File: src/rtl/hspc_pkg.sv
// Purpose: Shared constants and types of the high-speed prescale counter.
// Assumes: Register indexes are the printed offsets; byte address is index times four.
// Notes:   Every number used by more than one file lives here.
package hspc_pkg;

	// Register indexes
	localparam logic [15:0] IDX_T0_CTRL    = 16'hfe10;
	localparam logic [15:0] IDX_T0_CNT_LO  = 16'hfe12;
	localparam logic [15:0] IDX_T0_CNT_HI  = 16'hfe13;
	localparam logic [15:0] IDX_T0_MAT_LO  = 16'hfe14;
	localparam logic [15:0] IDX_T0_MAT_HI  = 16'hfe15;
	localparam logic [15:0] IDX_T0_CAP_LO  = 16'hfe16;
	localparam logic [15:0] IDX_T0_CAP_HI  = 16'hfe17;
	localparam logic [15:0] IDX_P1_TEST    = 16'hfe47;
	localparam logic [15:0] IDX_EINT01     = 16'hfe5d;
	localparam logic [15:0] IDX_EINT23     = 16'hfe5e;
	localparam logic [15:0] IDX_IN_SEL     = 16'hfe5f;
	localparam logic [15:0] IDX_FAST_CTRL  = 16'hfe7d;

	// Bus widths
	localparam int ADDR_W = 18;
	localparam int DATA_W = 32;

	// Timer 0 control bit positions
	localparam int T0_HIGH_RUN = 7;
	localparam int T0_LOW_RUN  = 6;
	localparam int T0_WIDE     = 5;
	localparam int T0_EXT_SEL  = 4;
	localparam int T0_HIGH_FLG = 3;
	localparam int T0_HIGH_IE  = 2;
	localparam int T0_LOW_FLG  = 1;
	localparam int T0_LOW_IE   = 0;

	// Port 1 test control: realtime output permit bit
	localparam int P1_RT_PERMIT = 2;

	// Reset values
	localparam logic [7:0] RST_BYTE = 8'h00;

	// Pre-counter width and synchroniser depth
	localparam int PRE_W  = 3;
	localparam int SYNC_N = 2;

	// Fast counter control register layout
	typedef struct packed {
		logic       en;   // Coupling enable
		logic [2:0] cmp;  // Fine compare field
		logic       cov;  // Captured carry
		logic [2:0] cap;  // Fine capture field
	} hspc_fcc_s;

	localparam hspc_fcc_s FCC_RST = '{en: 1'b0, cmp: 3'h0, cov: 1'b0, cap: 3'h0};

endpackage

File: src/rtl/hspc_precount.sv
// Purpose: Small wrap-around pre-counter with overflow strobe.
// Assumes: tick is a one-cycle pulse per counted edge.
// Notes:   ovf is combinational so the next stage counts in the same cycle.
`timescale 1ns/100ps
`default_nettype none
module hspc_precount #(
	parameter int WIDTH = 3
) (
	// Clock and reset
	input  wire logic             clk,
	input  wire logic             arst_n,
	// Control
	input  wire logic             clear,
	input  wire logic             tick,
	// Status
	output logic      [WIDTH-1:0] count,
	output logic      [WIDTH-1:0] count_nxt,
	output logic                  ovf
);

	// Wrap happens when all ones meet a tick
	assign ovf       = tick & (&count);
	assign count_nxt = clear ? '0 : (tick ? count + 1'b1 : count);

	// Counter state
	always_ff @(posedge clk or negedge arst_n) begin
		if (!arst_n) begin
			count <= '0;
		end else begin
			count <= count_nxt;
		end
	end

endmodule
`default_nettype wire

File: src/rtl/hspc_sync.sv
// Purpose: Two-stage synchroniser, one bit per lane.
// Assumes: Input may change at any time relative to clk.
// Notes:   Only the second stage is visible outside.
`timescale 1ns/100ps
`default_nettype none
module hspc_sync #(
	parameter int WIDTH = 1
) (
	// Clock and reset
	input  wire logic             clk,
	input  wire logic             arst_n,
	// Data
	input  wire logic [WIDTH-1:0] d,
	output logic      [WIDTH-1:0] q
);

	logic [WIDTH-1:0] meta_r;  // First stage, read only by q

	// Plain double flop; the first stage feeds nothing else
	always_ff @(posedge clk or negedge arst_n) begin
		if (!arst_n) begin
			meta_r <= '0;
			q      <= '0;
		end else begin
			meta_r <= d;
			q      <= meta_r;
		end
	end

endmodule
`default_nettype wire

File: src/rtl/hspc_top.sv
// Purpose: High-speed prescale counter coupled to timer 0, with realtime output.
// Assumes: APB slave on sys_clk; capture strobes and prescale tick come from sys_clk logic.
// Notes:   The count pin is sampled, so edges must be at most one per two sys_clk cycles.
// Behaviour
// - Three-bit pre-counter overflows clock timer 0
// - Coupled timer 0 counts overflows, free-running
// - Output pin switches when extended count hits target
// - Low-byte capture also grabs carry and pre-count
// - Target is (match+1)*8 plus fine compare
// - Enable clear: pin follows port latch
// - Enabled write re-arms, pin holds level
// - After match pin follows latch, no rematch
// - Pre-counter runs with low-byte run control
// - Realtime output needs permit bit set
// - Eight-bit mode 11-bit chain, wide 19-bit
// - Control write with enable set starts new match search
// - Counting starts with enable and external run
// - Capture bits are read-only
// - Pre-counter counts count-pin edges
// - Flag with enable requests its interrupt
//
// Added by the designer: the APB register port.
`timescale 1ns/100ps
`default_nettype none
module hspc_top (
	// Clock and reset
	input  wire logic                              sys_clk,
	input  wire logic                              arst_n,
	// APB slave
	input  wire logic                              psel,
	input  wire logic                              penable,
	input  wire logic                              pwrite,
	input  wire logic [hspc_pkg::ADDR_W-1:0]       paddr,
	input  wire logic [hspc_pkg::DATA_W-1:0]       pwdata,
	output logic      [hspc_pkg::DATA_W-1:0]       prdata,
	output logic                                   pready,
	output logic                                   pslverr,
	// Count pin and timer sources
	input  wire logic                              fast_count_input,
	input  wire logic                              prescale_tick,
	input  wire logic                              capture_low_strobe,
	input  wire logic                              capture_high_strobe,
	// Realtime output pin
	input  wire logic                              port_latch_bit,
	output logic                                   realtime_pin_o,
	// Interrupt requests
	output logic                                   irq_low_o,
	output logic                                   irq_high_o
);

	// Register state
	logic [7:0]          t0_ctrl_r;      // Timer 0 control
	logic [7:0]          t0_lo_r;        // Timer 0 count low
	logic [7:0]          t0_hi_r;        // Timer 0 count high
	logic [7:0]          mat_lo_r;       // Match register low
	logic [7:0]          mat_hi_r;       // Match register high
	logic [7:0]          mbuf_lo_r;      // Match buffer low
	logic [7:0]          mbuf_hi_r;      // Match buffer high
	logic [7:0]          cap_lo_r;       // Capture low
	logic [7:0]          cap_hi_r;       // Capture high
	logic                rt_permit_r;    // Realtime output permit
	logic [7:0]          eint01_r;       // Plain storage
	logic [7:0]          eint23_r;       // Plain storage
	logic [7:0]          in_sel_r;       // Plain storage
	hspc_pkg::hspc_fcc_s fcc_r;          // Fast counter control
	logic                armed_r;        // Match search active
	logic                pin_prev_r;     // Previous synced pin level

	// APB decode
	logic [15:0] idx;
	logic        setup_ph;
	logic        wr_en;
	logic        hit;
	logic [7:0]  wbyte;
	logic [7:0]  rd_mux;

	assign idx      = paddr[hspc_pkg::ADDR_W-1:2];
	assign setup_ph = psel & ~penable;
	assign wr_en    = psel & penable & pready & pwrite;
	assign wbyte    = pwdata[7:0];
	assign hit      = (idx == hspc_pkg::IDX_T0_CTRL)   | (idx == hspc_pkg::IDX_T0_CNT_LO)
	                | (idx == hspc_pkg::IDX_T0_CNT_HI) | (idx == hspc_pkg::IDX_T0_MAT_LO)
	                | (idx == hspc_pkg::IDX_T0_MAT_HI) | (idx == hspc_pkg::IDX_T0_CAP_LO)
	                | (idx == hspc_pkg::IDX_T0_CAP_HI) | (idx == hspc_pkg::IDX_P1_TEST)
	                | (idx == hspc_pkg::IDX_EINT01)    | (idx == hspc_pkg::IDX_EINT23)
	                | (idx == hspc_pkg::IDX_IN_SEL)    | (idx == hspc_pkg::IDX_FAST_CTRL);

	// Per-register write strobes
	logic wr_ctrl;
	logic wr_mlo;
	logic wr_mhi;
	logic wr_p1;
	logic wr_e01;
	logic wr_e23;
	logic wr_isl;
	logic wr_fcc;

	assign wr_ctrl = wr_en & (idx == hspc_pkg::IDX_T0_CTRL);
	assign wr_mlo  = wr_en & (idx == hspc_pkg::IDX_T0_MAT_LO);
	assign wr_mhi  = wr_en & (idx == hspc_pkg::IDX_T0_MAT_HI);
	assign wr_p1   = wr_en & (idx == hspc_pkg::IDX_P1_TEST);
	assign wr_e01  = wr_en & (idx == hspc_pkg::IDX_EINT01);
	assign wr_e23  = wr_en & (idx == hspc_pkg::IDX_EINT23);
	assign wr_isl  = wr_en & (idx == hspc_pkg::IDX_IN_SEL);
	assign wr_fcc  = wr_en & (idx == hspc_pkg::IDX_FAST_CTRL);

	// Read mux; unmapped reads return zero
	assign rd_mux = (idx == hspc_pkg::IDX_T0_CTRL)   ? t0_ctrl_r :
	                (idx == hspc_pkg::IDX_T0_CNT_LO) ? t0_lo_r :
	                (idx == hspc_pkg::IDX_T0_CNT_HI) ? t0_hi_r :
	                (idx == hspc_pkg::IDX_T0_MAT_LO) ? mat_lo_r :
	                (idx == hspc_pkg::IDX_T0_MAT_HI) ? mat_hi_r :
	                (idx == hspc_pkg::IDX_T0_CAP_LO) ? cap_lo_r :
	                (idx == hspc_pkg::IDX_T0_CAP_HI) ? cap_hi_r :
	                (idx == hspc_pkg::IDX_P1_TEST)   ? {5'h00, rt_permit_r, 2'h0} :
	                (idx == hspc_pkg::IDX_EINT01)    ? eint01_r :
	                (idx == hspc_pkg::IDX_EINT23)    ? eint23_r :
	                (idx == hspc_pkg::IDX_IN_SEL)    ? in_sel_r :
	                (idx == hspc_pkg::IDX_FAST_CTRL) ? fcc_r : 8'h00;

	// APB answer: no wait state, data latched in the setup cycle
	always_ff @(posedge sys_clk or negedge arst_n) begin
		if (!arst_n) begin
			pready  <= 1'b0;
			pslverr <= 1'b0;
			prdata  <= '0;
		end else begin
			pready  <= setup_ph;
			pslverr <= setup_ph & ~hit;
			prdata  <= setup_ph ? {24'h000000, rd_mux} : '0;
		end
	end

	// Count pin into the sys_clk domain
	logic pin_sync;

	hspc_sync #(
		.WIDTH (1)
	) u_pin_sync (
		.clk    (sys_clk),
		.arst_n (arst_n),
		.d      (fast_count_input),
		.q      (pin_sync)
	);

	// Rising edge of the synced pin
	logic pin_rise;

	assign pin_rise = pin_sync & ~pin_prev_r;

	always_ff @(posedge sys_clk or negedge arst_n) begin
		if (!arst_n) begin
			pin_prev_r <= 1'b0;
		end else begin
			pin_prev_r <= pin_sync;
		end
	end

	// Control field aliases
	logic nk;
	logic wide;
	logic low_run;
	logic high_run;
	logic ext_sel;

	assign nk       = fcc_r.en;
	assign wide     = t0_ctrl_r[hspc_pkg::T0_WIDE];
	assign low_run  = t0_ctrl_r[hspc_pkg::T0_LOW_RUN];
	assign high_run = t0_ctrl_r[hspc_pkg::T0_HIGH_RUN];
	assign ext_sel  = t0_ctrl_r[hspc_pkg::T0_EXT_SEL];

	// Pre-counter runs only when coupled, running and on external clock
	logic                      pre_run;
	logic                      pre_ovf;
	logic [hspc_pkg::PRE_W-1:0] pre_cnt;
	logic [hspc_pkg::PRE_W-1:0] pre_nxt;

	assign pre_run = nk & low_run & ext_sel;

	hspc_precount #(
		.WIDTH (hspc_pkg::PRE_W)
	) u_pre (
		.clk       (sys_clk),
		.arst_n    (arst_n),
		.clear     (~pre_run),
		.tick      (pre_run & pin_rise),
		.count     (pre_cnt),
		.count_nxt (pre_nxt),
		.ovf       (pre_ovf)
	);

	// Timer 0 count sources
	logic l_tick;
	logic h_tick;
	logic l_hit;
	logic h_hit;
	logic w_hit;

	// Coupled low byte counts only pre-counter overflows
	assign l_tick = low_run & (nk ? pre_ovf : (ext_sel ? pin_rise : prescale_tick));
	assign h_tick = high_run & prescale_tick;
	// Low-byte and wide reload-on-match is suppressed while coupled; the 8-bit high byte still reloads
	assign l_hit  = ~nk & (t0_lo_r == mbuf_lo_r);
	assign h_hit  = t0_hi_r == mbuf_hi_r;
	assign w_hit  = ~nk & ({t0_hi_r, t0_lo_r} == {mbuf_hi_r, mbuf_lo_r});

	// Normal match pulses
	logic nm_lo;
	logic nm_hi;

	assign nm_lo = wide ? (l_tick & w_hit) : (l_tick & l_hit);
	assign nm_hi = wide ? (l_tick & w_hit) : (h_tick & h_hit);

	// Timer 0 counting; wide mode chains low into high
	always_ff @(posedge sys_clk or negedge arst_n) begin
		if (!arst_n) begin
			t0_lo_r <= hspc_pkg::RST_BYTE;
			t0_hi_r <= hspc_pkg::RST_BYTE;
		end else if (wide) begin
			// 19-bit chain when coupled, else 16-bit timer
			if (!low_run) begin
				{t0_hi_r, t0_lo_r} <= 16'h0000;
			end else if (nm_lo) begin
				{t0_hi_r, t0_lo_r} <= 16'h0000;
			end else if (l_tick) begin
				{t0_hi_r, t0_lo_r} <= {t0_hi_r, t0_lo_r} + 16'h0001;
			end
		end else begin
			// Low byte: 11-bit chain when coupled
			if (!low_run) begin
				t0_lo_r <= 8'h00;
			end else if (nm_lo) begin
				t0_lo_r <= 8'h00;
			end else if (l_tick) begin
				t0_lo_r <= t0_lo_r + 8'h01;
			end
			// High byte runs as a normal timer
			if (!high_run) begin
				t0_hi_r <= 8'h00;
			end else if (nm_hi) begin
				t0_hi_r <= 8'h00;
			end else if (h_tick) begin
				t0_hi_r <= t0_hi_r + 8'h01;
			end
		end
	end

	// Match buffers follow the register while stopped, reload on match
	always_ff @(posedge sys_clk or negedge arst_n) begin
		if (!arst_n) begin
			mbuf_lo_r <= hspc_pkg::RST_BYTE;
			mbuf_hi_r <= hspc_pkg::RST_BYTE;
		end else begin
			mbuf_lo_r <= (!low_run || nm_lo) ? mat_lo_r : mbuf_lo_r;
			mbuf_hi_r <= (!high_run || nm_hi) ? mat_hi_r : mbuf_hi_r;
		end
	end

	// Extended count and target; one spare bit absorbs the +1 carry
	logic [19:0] ext_cnt;
	logic [19:0] target;
	logic [8:0]  lo_p1;
	logic [16:0] w_p1;
	logic        x_match;

	assign lo_p1   = {1'b0, mat_lo_r} + 9'h001;
	assign w_p1    = {1'b0, mat_hi_r, mat_lo_r} + 17'h00001;
	assign ext_cnt = wide ? {1'b0, t0_hi_r, t0_lo_r, pre_cnt}
	                      : {9'h000, t0_lo_r, pre_cnt};
	assign target  = wide ? {w_p1, fcc_r.cmp} : {8'h00, lo_p1, fcc_r.cmp};
	// One hit per arming; the search ends on the hit
	assign x_match = armed_r & nk & (ext_cnt == target);

	// Match search arming: any control write with enable set re-arms
	always_ff @(posedge sys_clk or negedge arst_n) begin
		if (!arst_n) begin
			armed_r <= 1'b0;
		end else if (wr_fcc) begin
			armed_r <= wbyte[7];
		end else if (x_match || !nk) begin
			armed_r <= 1'b0;
		end
	end

	// Realtime pin: hold while armed, take latch value at the hit, then follow latch
	always_ff @(posedge sys_clk or negedge arst_n) begin
		if (!arst_n) begin
			realtime_pin_o <= 1'b0;
		end else if (!rt_permit_r || !nk) begin
			realtime_pin_o <= port_latch_bit;
		end else if (armed_r && !x_match) begin
			realtime_pin_o <= realtime_pin_o;
		end else begin
			realtime_pin_o <= port_latch_bit;
		end
	end

	// Extended match reaches the flags through two stages
	logic x_match_s;

	hspc_sync #(
		.WIDTH (1)
	) u_match_sync (
		.clk    (sys_clk),
		.arst_n (arst_n),
		.d      (x_match),
		.q      (x_match_s)
	);

	// Flag set sources; wide mode sets both flags together
	logic set_lo;
	logic set_hi;

	assign set_lo = nm_lo | x_match_s;
	assign set_hi = nm_hi | (wide & x_match_s);

	// Timer 0 control; a set in the same cycle beats a software clear
	always_ff @(posedge sys_clk or negedge arst_n) begin
		if (!arst_n) begin
			t0_ctrl_r <= hspc_pkg::RST_BYTE;
		end else begin
			if (wr_ctrl) begin
				t0_ctrl_r <= wbyte;
			end
			if (set_lo) begin
				t0_ctrl_r[hspc_pkg::T0_LOW_FLG] <= 1'b1;
			end
			if (set_hi) begin
				t0_ctrl_r[hspc_pkg::T0_HIGH_FLG] <= 1'b1;
			end
		end
	end

	// Match registers and plain storage
	always_ff @(posedge sys_clk or negedge arst_n) begin
		if (!arst_n) begin
			mat_lo_r    <= hspc_pkg::RST_BYTE;
			mat_hi_r    <= hspc_pkg::RST_BYTE;
			rt_permit_r <= 1'b0;
			eint01_r    <= hspc_pkg::RST_BYTE;
			eint23_r    <= hspc_pkg::RST_BYTE;
			in_sel_r    <= hspc_pkg::RST_BYTE;
		end else begin
			mat_lo_r    <= wr_mlo ? wbyte : mat_lo_r;
			mat_hi_r    <= wr_mhi ? wbyte : mat_hi_r;
			rt_permit_r <= wr_p1 ? wbyte[hspc_pkg::P1_RT_PERMIT] : rt_permit_r;
			eint01_r    <= wr_e01 ? wbyte : eint01_r;
			eint23_r    <= wr_e23 ? wbyte : eint23_r;
			in_sel_r    <= wr_isl ? wbyte : in_sel_r;
		end
	end

	// Fast counter control: software owns enable and compare only
	always_ff @(posedge sys_clk or negedge arst_n) begin
		if (!arst_n) begin
			fcc_r <= hspc_pkg::FCC_RST;
		end else begin
			if (wr_fcc) begin
				fcc_r.en  <= wbyte[7];
				fcc_r.cmp <= wbyte[6:4];
			end
			if (capture_low_strobe) begin
				// Carry marks an overflow the captured low byte has not seen yet
				fcc_r.cov <= pre_ovf;
				fcc_r.cap <= pre_nxt;
			end
		end
	end

	// Timer 0 capture registers
	always_ff @(posedge sys_clk or negedge arst_n) begin
		if (!arst_n) begin
			cap_lo_r <= hspc_pkg::RST_BYTE;
			cap_hi_r <= hspc_pkg::RST_BYTE;
		end else begin
			cap_lo_r <= capture_low_strobe ? t0_lo_r : cap_lo_r;
			cap_hi_r <= capture_high_strobe ? t0_hi_r : cap_hi_r;
		end
	end

	// Interrupt requests: flag and enable together
	always_ff @(posedge sys_clk or negedge arst_n) begin
		if (!arst_n) begin
			irq_low_o  <= 1'b0;
			irq_high_o <= 1'b0;
		end else begin
			irq_low_o  <= t0_ctrl_r[hspc_pkg::T0_LOW_FLG] & t0_ctrl_r[hspc_pkg::T0_LOW_IE];
			irq_high_o <= t0_ctrl_r[hspc_pkg::T0_HIGH_FLG] & t0_ctrl_r[hspc_pkg::T0_HIGH_IE];
		end
	end

endmodule
`default_nettype wire

File: config.mk
export PLATFORM = sky130hd
export DESIGN_NAME = hspc_top
export DESIGN_NICKNAME = d
export VERILOG_FILES = /design/src/rtl/hspc_pkg.sv /design/src/rtl/hspc_precount.sv /design/src/rtl/hspc_sync.sv /design/src/rtl/hspc_top.sv
export SDC_FILE = /design/constraint.sdc
export NUM_CORES = 1
export LEC_CHECK = 0
export ABC_AREA = 1
export BUFFER_PORTS_ARGS = -buffer_cell sky130_fd_sc_hd__buf_4
export CAP_MARGIN = 40
export CELL_PAD_IN_SITES_DETAIL_PLACEMENT = 0
export CELL_PAD_IN_SITES_GLOBAL_PLACEMENT = 1
export CORE_MARGIN = 5
export CORE_UTILIZATION = 35
export CTS_CLUSTER_SIZE = 12
export DETAILED_ROUTE_END_ITERATION = 16
export PLACE_DENSITY_LB_ADDON = 0.1
export SYNTH_ARGS = -nofsm -noshare
export SYNTH_HDL_FRONTEND = slang
export SYNTH_SLANG_ARGS = --single-unit
File: constraint.sdc
create_clock -name sys_clk -period 2.4 [get_ports sys_clk]
set_clock_uncertainty 0.2 [all_clocks]
set_input_delay 0.6 -clock sys_clk [delete_from_list [all_inputs] [get_ports sys_clk]]
set_output_delay 0.6 -clock sys_clk [all_outputs]
set_load 0.05 [all_outputs]
After elaboration in Yosys (flattened, before gate mapping)
Cells that the tools add are included.
{ "word_totals": {"regBits": 127, "in_bits": 60, "out_inout_bits": 37, "wordCells": 162} }
{ "classes": {"add_sub_neg": 6, "eq_ne": 20, "mux": 42, "bitwise": 47, "reduce_logical": 15} }
{ "op_table": {"columns": ["cell", "n"], "rows": [
  ["8-bit two-way mux", 27],
  ["16-bit == test (second input constant)", 12],
  ["1-bit AND", 30],
  ["19-bit by 20-bit == test with 1-bit output", 1],
  ["20-bit two-way mux", 1],
  ["19-bit two-way mux", 1],
  ["16-bit by 1-bit adder with 17-bit output (second input constant)", 1],
  ["16-bit by 1-bit adder with 16-bit output (second input constant)", 1],
  ["8-bit by 1-bit adder with 8-bit output (second input constant)", 2],
  ["16-bit == test", 1],
  ["8-bit == test", 2],
  ["1-bit OR", 13],
  ["1-bit two-way mux", 10],
  ["8-bit by 1-bit adder with 9-bit output (second input constant)", 1],
  ["4-bit by 2-bit != test with 1-bit output (second input constant)", 2],
  ["3-bit two-way mux", 2],
  ["2-bit nonzero test", 3],
  ["1-bit zero test", 5],
  ["1-bit logical OR", 4],
  ["4-bit two-way mux", 1],
  ["1-bit inverter", 4],
  ["3-bit by 1-bit adder with 3-bit output (second input constant)", 1],
  ["3-bit by 1-bit != test with 1-bit output (second input constant)", 1],
  ["3-bit AND reduction", 1],
  ["3 further kinds", 3]
]} }

Depth between registers and ports, before layout
{ "depth": {"ltp_word": 14, "mapped_depth": 18, "mapped_depth_nobuf": 18} }

Hierarchy
From an unflattened synthesis, not the netlist that was laid out.
{ "unflattened": {"hier_cells": 1003, "hier_area_um2": 7420.9} }
{ "modules_own_cells": {"columns": ["module", "instances", "cells_each", "area_each_um2"], "rows": [
  ["hspc_top", 1, 977, 7156.9],
  ["hspc_precount", 1, 22, 163.9],
  ["hspc_sync", 2, 2, 50.0]
]} }

Worst setup path after synthesis
OpenSTA, ideal clock, no wires.
{ "synth_timing": {"path_kind": "input port to flip-flop", "start": "input port paddr[16] (netlist bit)", "end": "register prdata[1] (netlist bit)", "setup_ns": 0.078, "arrival_time_ns": 1.839, "required_time_ns": 2.122, "setup_slack_ns": 0.283, "cell_stages": 14, "path_buffers": 0, "cell_sequence": "nand2_1 -> inv_2 -> nand2_1 -> nor2_8 -> nand2_4 -> nor2_4 -> nand2_2 -> inv_2 -> nand2_2 -> o21ai_0 -> inv_2 -> nand2_1 -> nand2_1 -> a21oi_1"} }
{ "synth_via": {"elab_chain_cells": 14, "word_cells_on_any_way": 25} }
{ "synth_rtl": {"columns": ["item", "line", "rtl"], "rows": [
  ["from (decl)", "hspc_top.sv:33", "input wire logic [hspc_pkg::ADDR_W-1:0] paddr,"],
  ["16-bit == test", "hspc_top.sv:119", "(idx == hspc_pkg::IDX_FAST_CTRL) ? fcc_r : 8'h00;"],
  ["8-bit two-way mux", "hspc_top.sv:119", null],
  ["8-bit two-way mux", "hspc_top.sv:118", "(idx == hspc_pkg::IDX_IN_SEL) ? in_sel_r :"],
  ["8-bit two-way mux", "hspc_top.sv:117", "(idx == hspc_pkg::IDX_EINT23) ? eint23_r :"],
  ["8-bit two-way mux", "hspc_top.sv:116", "(idx == hspc_pkg::IDX_EINT01) ? eint01_r :"],
  ["8-bit two-way mux", "hspc_top.sv:115", "(idx == hspc_pkg::IDX_P1_TEST) ? {5'h00, rt_permit_r, 2'h0} :"],
  ["8-bit two-way mux", "hspc_top.sv:114", "(idx == hspc_pkg::IDX_T0_CAP_HI) ? cap_hi_r :"],
  ["8-bit two-way mux", "hspc_top.sv:113", "(idx == hspc_pkg::IDX_T0_CAP_LO) ? cap_lo_r :"],
  ["8-bit two-way mux", "hspc_top.sv:112", "(idx == hspc_pkg::IDX_T0_MAT_HI) ? mat_hi_r :"],
  ["8-bit two-way mux", "hspc_top.sv:111", "(idx == hspc_pkg::IDX_T0_MAT_LO) ? mat_lo_r :"],
  ["8-bit two-way mux", "hspc_top.sv:110", "(idx == hspc_pkg::IDX_T0_CNT_HI) ? t0_hi_r :"],
  ["8-bit two-way mux", "hspc_top.sv:109", "(idx == hspc_pkg::IDX_T0_CNT_LO) ? t0_lo_r :"],
  ["8-bit two-way mux (*)", "hspc_top.sv:108", "assign rd_mux = (idx == hspc_pkg::IDX_T0_CTRL) ? t0_ctrl_r :"],
  ["8-bit two-way mux (*)", "hspc_top.sv:130", "prdata <= setup_ph ? {24'h000000, rd_mux} : '0;"],
  ["to (signal assigned)", "hspc_top.sv:130", null],
  ["to (decl)", "hspc_top.sv:35", "output logic [hspc_pkg::DATA_W-1:0] prdata,"]
]} }
Mark *: on every way between the ends. The rest lies on a longest branch, timed or not.
A chain may end at the register's enable or synchronous reset.

Worst setup path in the final report
{ "layout_timing": {"start": "register u_pre.count[0]", "end": "register t0_hi_r[3]"} }
{ "layout_via": {"elab_chain_cells": 9, "word_cells_on_any_way": 16} }
{ "layout_rtl": {"columns": ["item", "line", "rtl"], "rows": [
  ["from (decl)", "hspc_precount.sv:16", "output logic [WIDTH-1:0] count,"],
  ["from (signal assigned)", "hspc_precount.sv:30", "count <= count_nxt;"],
  ["3-bit AND reduction (*)", "hspc_precount.sv:22", "assign ovf = tick & (&count);"],
  ["1-bit AND (*)", "hspc_precount.sv:22", null],
  ["1-bit two-way mux (*)", "hspc_top.sv:200", "assign l_tick = low_run & (nk ? pre_ovf : (ext_sel ? pin_rise : prescale_tick));"],
  ["1-bit AND (*)", "hspc_top.sv:200", null],
  ["1-bit AND (on tied branches)", "hspc_top.sv:211, hspc_top.sv:212", null],
  ["1-bit two-way mux (on tied branches)", "hspc_top.sv:212, hspc_top.sv:211", null],
  ["8-bit two-way mux (on tied branches)", "hspc_top.sv:240, hspc_top.sv:223", null],
  ["8-bit two-way mux (on tied branches)", "hspc_top.sv:238, hspc_top.sv:221", null],
  ["8-bit two-way mux", "hspc_top.sv:219", "end else if (wide) begin"],
  ["to (signal assigned)", "hspc_top.sv:218", "t0_hi_r <= hspc_pkg::RST_BYTE;"],
  ["to (signal assigned)", "hspc_top.sv:226", "{t0_hi_r, t0_lo_r} <= {t0_hi_r, t0_lo_r} + 16'h0001;"],
  ["to (signal assigned)", "hspc_top.sv:243", "t0_hi_r <= t0_hi_r + 8'h01;"],
  ["to (decl)", "hspc_top.sv:54", "logic [7:0] t0_hi_r;"]
]} }
Marked as above.

==> impl_metrics.json <==
{
  "cp_max_fo": 7,
  "track_usage": 0.204,
  "hold_path.class": "in -> reg",
  "power.leakage_nw": 4.62,
  "cts_buffer_depth": 2,
  "yosysSeqAreaShare": 0.426,
  "setup_viol": 0,
  "synth.area.mux_share": 0.00604,
  "pwr-share-comb": 0.062,
  "io_buffers": 46,
  "synth.most_common_cell": "nand2_1",
  "grt_pass1_wl_um": 37700,
  "layout.nets": 1221,
  "fillers": 2247,
  "synth_common_cells": "276 x nand2_1, 127 x dfrtp_1, 110 x inv_1",
  "die_w_um": 156,
  "synth_adder_area_share": 0.00839,
  "gr-total-overflow": 0,
  "grt_pass1_vias": 6627,
  "synth_top_area_frac": 0.426,
  "min_to": "u_pin_sync.meta_r",
  "multi_input_area_um2": 3560,
  "htreeDepth": 4,
  "clock-root-buffer": "clkbuf_16",
  "synth_area_um2": 7450,
  "critical_path_buf_inv_count": 1,
  "drt_iter0_drc": 399,
  "p_total_mw": 5.07,
  "hold_viol": 0,
  "pwr-share-seq": 0.427,
  "ir_worst_vdd_mv": 0.402,
  "slowest_stage": "dfrtp_1",
  "seq_area_um2": 3180,
  "avgRoutedWirePerCell_um": 16.6,
  "rows": 53,
  "ys.flop_type": "dfrtp_1",
  "ys_types": 41,
  "r2r_end": "t0_hi_r[3]",
  "fin_crit_ns": 2.23,
  "syn_inst": 1024,
  "area_delta_synth_final_pct": 25.2,
  "p_clk_frac": 0.511,
  "synthXorXnorAreaFrac": 0.0388,
  "drv_slew": 0,
  "tightest_slew_ns": 0.557,
  "vias": 6743,
  "r2r_slack_ns": 0.17,
  "yosys.area_share.simple": 0.290,
  "critPathMaxStageDelay_ns": 0.40,
  "start_kind": "register",
  "grt_max_degree": 51,
  "synth_top_family_by_area": "simple AND/OR/NAND/NOR gates",
  "worstPathArrival_ns": 2.39,
  "max_freq_ghz": 0.448,
  "slew-limit-headroom": 0.628,
  "timing.rr.start": "u_pre.count[0]",
  "antenna_found_initial": 0,
  "cap_violations": 0,
  "synth_seq_cells": 127,
  "worstRegToRegCells": 14,
  "clk_pin_slew_worst_paths_ns": 0.06,
  "min_from": "fast_count_input",
  "die_area_um2": 24300,
  "io_pins": 97,
  "start_util": 0.355,
  "switching_power_mw": 1.22,
  "power_density_nw_per_um2": 543,
  "core_um2": 21000,
  "yosys-top-cells-area": "dfrtp_1 43%, nand2_1 14%, o21ai_0 7.0%",
  "drt_first_pass_iters": 5,
  "die_y_um": 156,
  "clock_sinks": 127,
  "routabilityCongestion": 0.917,
  "crit_required_ns": 2.56,
  "synth_compound_gate_area_share": 0.118,
  "crit_type": "reg -> reg",
  "synth_edf_count": 0,
  "rsz0062_at_grt": "no",
  "vias_per_cell": 4.67,
  "crit_top_cell": "nand2_1",
  "p_int_mw": 3.84,
  "dp_hpwl_um": 18600,
  "drive_gt1_frac": 0.203,
  "ys_warn_count": 0,
  "ant_nets": 0,
  "fin_area_um2": 9330,
  "cp_top_family": "simple AND/OR/NAND/NOR gates",
  "antenna_cells": 0,
  "cts_tree": "done",
  "avgSynthCellArea_um2": 7.28,
  "fin_util": 0.444,
  "clk_latency_ns": 0.42,
  "postSynth.asyncResetShare": 1.00,
  "wl_um": 24000,
  "crit_path_cell_trace": "ha_1 -> ha_1 -> nand3_2 -> nand2_2 -> nand3_1 -> nor2_2 -> buf_4 -> o21ai_2 -> nand2_2 -> nor2_4 -> nand3_1 -> nand2_1 -> nand2_1 -> nand2_1",
  "placed_area_um2": 8680,
  "period_share": 0.930,
  "status": "completed",
  "drc": 0,
  "numCtsBuffers": 17,
  "synth_top_cell_by_area": "dfrtp_1",
  "power_switching_share": 0.242,
  "hold_depth": 1,
  "crit_path_end_kind": "register"
}
[worst reg2reg max path, cell delays in order, from the launching register on]
cell and delay, ns:
dfrtp_1 0.40, ha_1 0.20, ha_1 0.18, nand3_2 0.10, nand2_2 0.09, nand3_1 0.09, nor2_2 0.06, buf_4 0.13
o21ai_2 0.07, nand2_2 0.12, nor2_4 0.22, nand3_1 0.10, nand2_1 0.08, nand2_1 0.06, nand2_1 0.06
[per-stage QoR]
stage | cells | setup WS, ns | hold slack [ns] | TNS [ns]
2_1_floorplan | 1047 | 0.283 | 0.104 | 0
3_3_place_gp | 1409 | -0.222 | 0.132 | -1.81
3_5_place_dp | 1409 | -0.222 | 0.136 | -1.74
4_1_cts | 1442 | 0.118 | 0.0744 | 0
5_1_grt | 1444 | 0.000118 | 0.0781 | 0
6_report | 1444 | 0.169 | 0.0880 | 0
[cell families (layout without fill, tap and decap cells)]
kind of cell | after synthesis | in the layout
simple gates | 495 | 495
other cells | 1 | 24
fa+ha+maj | 5 | 5
buf+inv | 187 | 309
xor+xnor | 33 | 33
mux | 4 | 4
compound gates | 172 | 172
flops | 127 | 127
[registers in the layout, summed over array words and instances (netlist names), 3 cells and up]
signal and cells:
cap_hi_r 8, cap_lo_r 8, eint01_r 8, eint23_r 8
fcc_r 7, in_sel_r 8, mat_hi_r 8, mat_lo_r 8
mbuf_hi_r 8, mbuf_lo_r 8, prdata 8, t0_ctrl_r 8
t0_hi_r 8, t0_lo_r 8, u_pre.count 3
[worst max path at each step]
stage | slack [ns] | depth (start not counted) | end | from
global placement | -0.22 | 14 | prdata[4] | paddr[10]
CTS | 0.12 | 14 | t0_hi_r[3] | u_pre.count[0]
finish | 0.17 | 14 | t0_hi_r[3] | u_pre.count[0]
global route | 0.0001 | 14 | t0_hi_r[3] | u_pre.count[0]
floorplan | 0.28 | 14 | prdata[1] | paddr[16]
detailed placement | -0.22 | 14 | prdata[4] | paddr[10]
[routing by layer]
metal	GRT usage	share of wire
met1	0.286	0.48
met4	0.0500	0.019
met3	0.0333	0.040
met2	0.332	0.46
met5	0	0
[placed cells by master, fill, tap and decap left out, types with 2 or more instances in the layout]
master	count
nand3_2	5
nor4_1	2
inv_2	18
clkbuf_8	3
clkbuf_16	17
o22ai_1	6
ha_1	4
dfrtp_1	124
inv_1	109
o21ai_1	16
nor3b_1	2
nor3_1	10
bufinv_16	2
nand2_4	2
nand3b_1	5
conb_1	24
nand4_1	14
nor3_2	3
nor2_4	4
or2_0	3
buf_12	4
dfrtp_2	3
nor2_2	5
buf_4	142
a21oi_1	41
nand2_2	10
xnor2_1	10
xor2_1	23
nor2_1	86
nand3_1	65
clkbuf_1	2
clkinv_2	4
o21ai_2	2
nand2_1	275
mux2_2	4
clkinvlp_4	3
o21ai_0	104
[area by class of cell]
| cell class | instances | share of cell area |
|---|---|---|
| multi-input combinational | 733 | 0.382 |
| sequential | 127 | 0.341 |
| timing repair buffer | 148 | 0.125 |
| inverter | 129 | 0.0522 |
| clock buffer | 22 | 0.0508 |
| tap | 275 | 0.0369 |
| clock inverter | 10 | 0.0119 |
[repair_timing]
item,CTS,global route
buffers inserted,0,2
hold buffers,1,0
hold endpoints to repair,45,0
endpoints found under the setup margin,0,15
gates resized for setup,0,13
[power by group through the flow]
stage | combinational [mW] | clock [mW] | sequential (mW)
floorplan | 0.170 | 0 | 2.21
global placement | 0.315 | 0 | 2.20
detailed placement | 0.316 | 0 | 2.20
CTS | 0.318 | 2.65 | 2.16
global route | 0.344 | 2.74 | 2.16
finish | 0.313 | 2.59 | 2.16
Power figures use the tool's default switching activity.
